**config.mk**
```make
export PLATFORM = sky130hd
export DESIGN_NAME = sst_sleep_seq
export DESIGN_NICKNAME = d
export VERILOG_FILES = /design/src/rtl/sst_pkg.sv /design/src/rtl/sst_sleep_seq.sv
export SDC_FILE = /design/constraint.sdc
export NUM_CORES = 1
export LEC_CHECK = 0
export BUFFER_PORTS_ARGS = -buffer_cell sky130_fd_sc_hd__buf_2
export CORE_MARGIN = 2
export CORE_UTILIZATION = 33
export CTS_CLUSTER_DIAMETER = 50
export DETAILED_ROUTE_END_ITERATION = 10
export MAX_ROUTING_LAYER = met4
export SETUP_SLACK_MARGIN = 0.1
export SYNTH_ARGS = -nofsm -noshare
export SYNTH_HDL_FRONTEND = slang
export SYNTH_SLANG_ARGS = --single-unit
```
**constraint.sdc**
```tcl
create_clock -name clk_sys -period 2.4 [get_ports clk_sys]
set_input_delay 0.36 -clock clk_sys [delete_from_list [all_inputs] [get_ports clk_sys]]
set_output_delay 0.36 -clock clk_sys [all_outputs]
set_load 0.1 [all_outputs]
```
**src/rtl/sst_pkg.sv**
```systemverilog
// package: power state encodings and configuration constants for the sleep state sequencer
package sst_pkg;

  // ----------------------------------------------------------------
  // power states, gray coded along sleep, soft-off and mechanical-off
  // ----------------------------------------------------------------
  typedef enum logic [2:0] {
    SST_G3   = 3'h0,
    SST_S0C0 = 3'h1,
    SST_S0CX = 3'h3,
    SST_S3   = 3'h2,
    SST_S4   = 3'h6,
    SST_S5   = 3'h7,
    SST_DEEP = 3'h5,
    SST_RSV  = 3'h4
  } sst_state_e;

  // ----------------------------------------------------------------
  // sleep request encodings on sleep_type
  // ----------------------------------------------------------------
  localparam logic [1:0] SLP_TYPE_S3 = 2'h1;
  localparam logic [1:0] SLP_TYPE_S4 = 2'h2;
  localparam logic [1:0] SLP_TYPE_S5 = 2'h3;

  // ----------------------------------------------------------------
  // plane enable vector layout and reset values
  // ----------------------------------------------------------------
  localparam int PLANE_CPU = 0;
  localparam int PLANE_MAIN = 1;
  localparam int PLANE_MEM = 2;
  localparam int PLANE_SUS = 3;
  localparam int PLANE_W = 4;
  localparam logic [3:0] PLANES_RESET = 4'h0;
  localparam int WAKE_W = 8;
  localparam logic [7:0] WAKE_RESET = 8'h00;

endpackage

```
**src/rtl/sst_sleep_seq.sv**
```systemverilog
// module: system sleep state transition sequencer
`timescale 1ns/1ps
// Operation
// [RULE1] S0 to S4 may pass through S3 as an unlisted intermediate step.
// [RULE2] Keep enabled preservable wake events across a power failure.
// [RULE3] Mobile: defer any S3/S4/S5/G3 to S0 move while battery low.
// [RULE4] Override or forced-off events drive and keep the system in soft-off.
// [RULE5] Override S5 entry continues into deep sleep when enabled and allowed.
// [RULE6] Power return from G3 reboots to S0 or stays soft-off until wake.
// [RULE7] Coming from S4 before G3, power return goes to S0 or S4.
// [RULE8] Reboot choice uses prior state and the after-power-loss select bit.
// [RULE9] Deep sleep exit resumes to the S3, S4 or S5 it came from.
// [RULE10] Enabled wake in sleep or soft-off moves to S0, deferred by battery low.
module sst_sleep_seq #(
  parameter int WAKE_W = sst_pkg::WAKE_W
) (
  // clock and reset (reset models power loss of suspend logic)
  input  wire logic                       clk_sys,
  input  wire logic                       rst,
  // platform inputs
  input  wire logic                       power_ok,
  input  wire logic                       battery_low_n,
  input  wire logic                       mobile_cfg,
  input  wire logic                       after_power_loss_select,
  input  wire logic                       override_evt,
  input  wire logic                       cpu_idle_cx,
  // sleep request from software
  input  wire logic                       sleep_req,
  input  wire logic [1:0]                 sleep_type,
  // wake events
  input  wire logic [WAKE_W-1:0]          wake_evt,
  input  wire logic [WAKE_W-1:0]          wake_en,
  input  wire logic [WAKE_W-1:0]          wake_keep,
  // deep sleep control
  input  wire logic                       deep_en,
  input  wire logic                       deep_cond_ok,
  input  wire logic                       deep_exit,
  // state, plane and wake defer outputs
  output logic [2:0]                      state,
  output logic [sst_pkg::PLANE_W-1:0]     plane_en,
  output logic                            wake_defer
);

  // ----------------------------------------------------------------
  // registers
  // ----------------------------------------------------------------
  // power state and where it came from
  sst_pkg::sst_state_e state_q, state_d;
  sst_pkg::sst_state_e deep_from_q, deep_from_d;
  sst_pkg::sst_state_e pre_g3_q, pre_g3_d;
  // kept wakes, planes and override entry marker
  logic [WAKE_W-1:0] wake_hold_q, wake_hold_d;
  logic [sst_pkg::PLANE_W-1:0] plane_q, plane_d;
  logic ovr_q, ovr_d;

  // ----------------------------------------------------------------
  // decode
  // ----------------------------------------------------------------
  wire logic [WAKE_W-1:0] wake_live = wake_evt & wake_en;
  wire logic wake_any = (|wake_live) | (|wake_hold_q);
  wire logic bat_block = mobile_cfg & ~battery_low_n; // RULE3
  wire logic in_sleep = (state_q == sst_pkg::SST_S3) | (state_q == sst_pkg::SST_S4) |
                        (state_q == sst_pkg::SST_S5) | (state_q == sst_pkg::SST_G3);
  wire logic in_s0 = (state_q == sst_pkg::SST_S0C0) | (state_q == sst_pkg::SST_S0CX);
  wire logic deep_go = deep_en & deep_cond_ok;

  // ----------------------------------------------------------------
  // next state
  // ----------------------------------------------------------------
  always_comb begin
    state_d = state_q;
    deep_from_d = deep_from_q;
    pre_g3_d = pre_g3_q;
    ovr_d = 1'b0;
    // preservable wake events survive power failure; new ones are ORed into the held set
    wake_hold_d = wake_hold_q | (wake_live & wake_keep); // RULE2
    if (!power_ok) begin
      if (state_q != sst_pkg::SST_G3) begin
        pre_g3_d = state_q;
      end
      state_d = sst_pkg::SST_G3;
    end else begin
      case (state_q)
        sst_pkg::SST_S0C0, sst_pkg::SST_S0CX: begin
          if (override_evt) begin
            state_d = sst_pkg::SST_S5; // RULE4
            ovr_d = 1'b1;
          end else if (sleep_req) begin
            case (sleep_type)
              sst_pkg::SLP_TYPE_S3: state_d = sst_pkg::SST_S3;
              // S4 entry steps through S3 first
              sst_pkg::SLP_TYPE_S4: state_d = sst_pkg::SST_S3; // RULE1
              sst_pkg::SLP_TYPE_S5: state_d = sst_pkg::SST_S5;
              default: state_d = state_q;
            endcase
          end else begin
            state_d = cpu_idle_cx ? sst_pkg::SST_S0CX : sst_pkg::SST_S0C0;
          end
        end
        sst_pkg::SST_S3, sst_pkg::SST_S4, sst_pkg::SST_S5: begin
          if (override_evt && (state_q != sst_pkg::SST_S5)) begin
            state_d = sst_pkg::SST_S5; // RULE4
            ovr_d = 1'b1;
          end else if (ovr_q && deep_go) begin
            deep_from_d = state_q;
            state_d = sst_pkg::SST_DEEP; // RULE5
          end else if (wake_any && !override_evt) begin
            if (!bat_block) begin
              state_d = sst_pkg::SST_S0C0; // RULE10
              wake_hold_d = '0;
            end
          end else if (state_q == sst_pkg::SST_S3 && sleep_req &&
                       sleep_type == sst_pkg::SLP_TYPE_S4) begin
            state_d = sst_pkg::SST_S4; // RULE1
          end
        end
        sst_pkg::SST_DEEP: begin
          if (deep_exit || wake_any) begin
            state_d = deep_from_q; // RULE9
          end
        end
        sst_pkg::SST_G3: begin
          // power back: choose by prior state and select bit
          if (pre_g3_q == sst_pkg::SST_S4) begin
            state_d = after_power_loss_select ? sst_pkg::SST_S4 : // RULE7
                      (bat_block ? sst_pkg::SST_S4 : sst_pkg::SST_S0C0);
          end else if (after_power_loss_select) begin
            state_d = sst_pkg::SST_S5; // RULE6
          end else if (!bat_block) begin
            state_d = sst_pkg::SST_S0C0; // RULE8
          end
        end
        default: state_d = sst_pkg::SST_S5;
      endcase
    end
  end

  // ----------------------------------------------------------------
  // plane enables per next state
  // ----------------------------------------------------------------
  wire logic [sst_pkg::PLANE_W-1:0] planes_soff;
  wire logic [sst_pkg::PLANE_W-1:0] planes_str;
  wire logic [sst_pkg::PLANE_W-1:0] planes_full;

  // plane sets: suspend only, then memory, then everything
  assign planes_soff = sst_pkg::PLANES_RESET | (4'h1 << sst_pkg::PLANE_SUS);
  assign planes_str = planes_soff | (4'h1 << sst_pkg::PLANE_MEM);
  assign planes_full = planes_str | (4'h1 << sst_pkg::PLANE_MAIN) | (4'h1 << sst_pkg::PLANE_CPU);

  // select the plane set of the state being entered
  always_comb begin
    plane_d = sst_pkg::PLANES_RESET;
    case (state_d)
      sst_pkg::SST_S0C0, sst_pkg::SST_S0CX: plane_d = planes_full;
      sst_pkg::SST_S3: plane_d = planes_str;
      sst_pkg::SST_S4, sst_pkg::SST_S5: plane_d = planes_soff;
      default: plane_d = sst_pkg::PLANES_RESET;
    endcase
  end

  // ----------------------------------------------------------------
  // state registers; reset is loss of suspend power
  // ----------------------------------------------------------------
  // power state
  always_ff @(posedge clk_sys) begin
    if (rst) begin
      state_q <= sst_pkg::SST_G3;
    end else begin
      state_q <= state_d;
    end
  end

  // state that deep sleep was entered from
  always_ff @(posedge clk_sys) begin
    if (rst) begin
      deep_from_q <= sst_pkg::SST_S5;
    end else begin
      deep_from_q <= deep_from_d;
    end
  end

  // state held just before mechanical-off
  always_ff @(posedge clk_sys) begin
    if (rst) begin
      pre_g3_q <= sst_pkg::SST_S5;
    end else begin
      pre_g3_q <= pre_g3_d;
    end
  end

  // wakes kept across power failure
  always_ff @(posedge clk_sys) begin
    if (rst) begin
      wake_hold_q <= sst_pkg::WAKE_RESET;
    end else begin
      wake_hold_q <= wake_hold_d;
    end
  end

  // plane enables, aligned with the state register
  always_ff @(posedge clk_sys) begin
    if (rst) begin
      plane_q <= sst_pkg::PLANES_RESET;
    end else begin
      plane_q <= plane_d;
    end
  end

  // one-cycle pulse after soft-off entry by override, for deep sleep entry
  always_ff @(posedge clk_sys) begin
    if (rst) begin
      ovr_q <= 1'b0;
    end else begin
      ovr_q <= ovr_d;
    end
  end

  // ----------------------------------------------------------------
  // outputs
  // ----------------------------------------------------------------
  assign state = state_q;
  assign plane_en = plane_q;
  assign wake_defer = bat_block & in_sleep & wake_any & ~in_s0; // RULE3

endmodule // sst_sleep_seq

```
==> metrics <==
outcome=completed; vias in the first global route=1,193; final-stage net count=219; share of cells above drive strength 1=36.67%; Filler cells=361; Initial Utilization=34.53%; Area growth syn-to-layout=26.06%; Post-Syn Area=1152 um2; clock buffer depth=2; worst path bufs/invs=1; Crit. path cell count=4; Critical Path Start=wake_hold_q[0]; Worst-Margin Slew=between 0.6 and 0.7 ns; R2R Setup Slk=0.52 ns; n_diodes=0; clock-pin slew on the worst setup and hold paths=0.11 ns; Crit path largest cell delay=between 0.3 and 0.4 ns; grt total ovfl=0; critical path, cell by cell=nor4_2 > and4_2 > a211oi_4 > buf_2; # clock sinks=21; cts bufs inserted=3; routability congestion estimate=between 0.8 and 0.9; Leakage=0.6298 nW; clock share of power=around a fifth; Max Transition Viols Final=0; combinational group share of total power=34.3%; Core Region=3337 um2; Reg power frac=approximately 46%; final hold vios=0; area of the die=3981 um2; Sw Ratio=39.38%; total track usage=17.00%; final setup vio count=0; FF-to-FF path depth=4; Reg-to-Reg End=wake_hold_q[3]; warning count from the yosys run=0; hold buffers post-CTS=0; IO Port Bufs=between 40 and 50; Vias=1,239; delay-heaviest family, CP=simple AND/OR/NAND/NOR gates; P_int=529.5 uW; vias per cell=5.482; post-synthesis average cell area=8.536 um2; Required @ worst endpoint=2.04 ns; setup tns final=0 ns; total setup buffers inserted after CTS=0; fmax=483.7 MHz; Slew Limit Headroom=58.44%; PD cells=601.3 nW/um2; clock tree root buffer cell=clkbuf_4; initial antenna violation count=0; Die Y-Extent=63.10 um; post-synth cell types=44; first-pass GRT wire length=5299 um; largest net degree at the start of global routing=17; Setup crit end=wake_defer; MaxCap Viol Count=0; DR iter-0 viols=45; Die Wd=63.10 um; RSZ-0062 raised after global routing=no; power consumption=873.5 uW; Site Rows=21; worst r2r src=state[2]; Crit-path slowest cell=and4_2; DRC viols=0; register bit count reported by yosys=21; Syn Inst Count=135; post-detail-place hpwl=roughly 2500 um; syn_nets=173; drt pass-1 iters=4; Hold Crit Class=in -> reg; Setup Skew=0.002559 ns; minimum clock period=2.067 ns; Startpoint Class=flip-flop; sequential area share after synthesis=36.48%; post-synth top area share=36.48%; critical path class=reg -> out; H-tree Lvls=1; Critical Path AT=1.71 ns; CTS tree=built; DRT antenna net count=0; clk_lat worst skew=0.30 ns; crit share post-route=86.14%; Sw Pwr=roughly 340 uW; Boundary Pins=46; Post-Route WL=3167 um; Area contributors post-synth=dfxtp_1 (36%), a31oi_1 (7.6%), nor2_1 (4.2%), nand2_1 (3.6%), nor4_2 (3.3%); Worst Path Max Fanout=5; wire per inst=14.01 um; post-CTS sizing=0; crit end category=primary output; Yosys top cell by area=dfxtp_1; maximum VDD drop=275.7 uV
==> how the worst min path moves through the flow <==
stage / startpoint / end / slack [ns] / cells past startpoint
after floorplan: deep_from_q[1] / deep_from_q[1] / 0.41 / 1
after global placement: pre_g3_q[0] / pre_g3_q[0] / 0.44 / 2
after detailed placement: pre_g3_q[2] / pre_g3_q[2] / 0.46 / 2
after CTS: wake_keep[1] / wake_hold_q[1] / 0.30 / 3
after global routing: rst / pre_g3_q[1] / 0.29 / 3
final: wake_keep[1] / wake_hold_q[1] / 0.30 / 3
==> layout make-up <==
type | instances | area, um2 | share of cell area, %
clock buffer | 4 | 26.28 | 1.809
inverter | 7 | 26.28 | 1.809
sequential | 21 | 424.2 | 29.20
tap | 46 | 57.56 | 3.962
timing repair buffer | 45 | 225.2 | 15.50
multi-input combinational | 103 | 693.2 | 47.72
==> power by group through the flow <==
stage / clock network [mW] / logic [mW] / registers, mW
after global routing: 0.192 / 0.323 / 0.407
after floorplan: 0 / 0.149 / 0.481
final: 0.170 / 0.300 / 0.403
after global placement: 0 / 0.296 / 0.411
after detailed placement: 0 / 0.299 / 0.412
after CTS: 0.172 / 0.300 / 0.403
==> per-layer routing <==
metal	routed length [um]	vias up	track usage [%]
met5	0	-	-
met4	46	0	6.111
met3	242	5	2.679
met2	1480	58	28.72
met1	1397	571	20.44
li1	-	605	-
==> cells in the final DEF (no fill, tap or decap), types with 2 or more instances in the layout <==
cell | synthesis | layout
a21oi_1 | 7 | 7
o211ai_1 | 3 | 3
nor3_1 | 4 | 4
nand2b_1 | 3 | 3
clkbuf_4 | 0 | 3
nor2b_1 | 2 | 2
nor2_1 | 13 | 13
nand2_1 | 11 | 11
o31ai_2 | 2 | 2
o21ai_0 | 4 | 4
inv_1 | 7 | 7
nand3_1 | 3 | 3
mux2i_1 | 2 | 2
a31oi_1 | 14 | 14
nor4_2 | 3 | 3
dfxtp_1 | 21 | 18
dfxtp_2 | 0 | 3
a211o_1 | 2 | 2
buf_2 | 2 | 45
and3b_1 | 2 | 2
a22oi_1 | 4 | 4
==> logic make-up (layout without fill, tap and decap cells) <==
kind of cell           count (synthesis)  count (layout)  share of synthesized area (%)
buffers and inverters                 11              56                          4.452
XOR/XNOR                               1               1                         0.7602
flip-flops                            21              21                          36.48
AO/OA/AOI/OAI                         50              50                          31.92
AND/OR/NAND/NOR                       50              50                          24.65
multiplexers                           2               2                          1.737
==> cell usage after synthesis, drive strengths merged <==
| cell type | instances |
|---|---|
| buf | 4 |
| or3 | 1 |
| a2111oi | 1 |
| or2 | 1 |
| nor4b | 1 |
| dfxtp | 21 |
| and2 | 1 |
| nand3 | 3 |
| nand2 | 11 |
| o21a | 1 |
| a22oi | 5 |
| o21bai | 1 |
| o21ai | 5 |
| o31ai | 3 |
| a221oi | 1 |
| a211oi | 2 |
| nor2 | 13 |
| and4b | 1 |
| nor2b | 2 |
| a211o | 2 |
| xor2 | 1 |
| and2b | 1 |
| o311ai | 1 |
| a31o | 2 |
| a31oi | 15 |
| mux2i | 2 |
| inv | 7 |
| o211ai | 3 |
| nand4 | 1 |
| and3b | 2 |
| nand2b | 3 |
| nor4 | 3 |
| nor3 | 5 |
| a21oi | 7 |
| and4 | 1 |
| a21o | 1 |
==> worst reg2reg max path: stages (launching register included) <==
cell,delay [ns]
dfxtp_2,0.51
nand2b_1,0.31
nand3_1,0.21
o31ai_2,0.62
nor2_1,0.10
==> state kept, by name (all words and copies together) (netlist names) <==
signal	cells
state	3
plane_en	3
pre_g3_q	3
deep_from_q	3
ovr_q	1
wake_hold_q	8
==> metrics by stage <==
step / cell area [um2] / util [%] / hold slack (ns) / cells / setup slack [ns]
after detailed placement: 1426 / 42.74 / 0.4577 / 222 / 0.5258
final: 1453 / 43.53 / 0.2952 / 226 / 0.3327
after global routing: 1453 / 43.53 / 0.2948 / 226 / 0.2082
after CTS: 1453 / 43.53 / 0.2991 / 226 / 0.3291
after global placement: 1426 / 42.74 / 0.4449 / 222 / 0.5425
after floorplan: 1169 / - / 0.4150 / 135 / 0.1051
No activity file was read; power rests on OpenSTA's default activity.
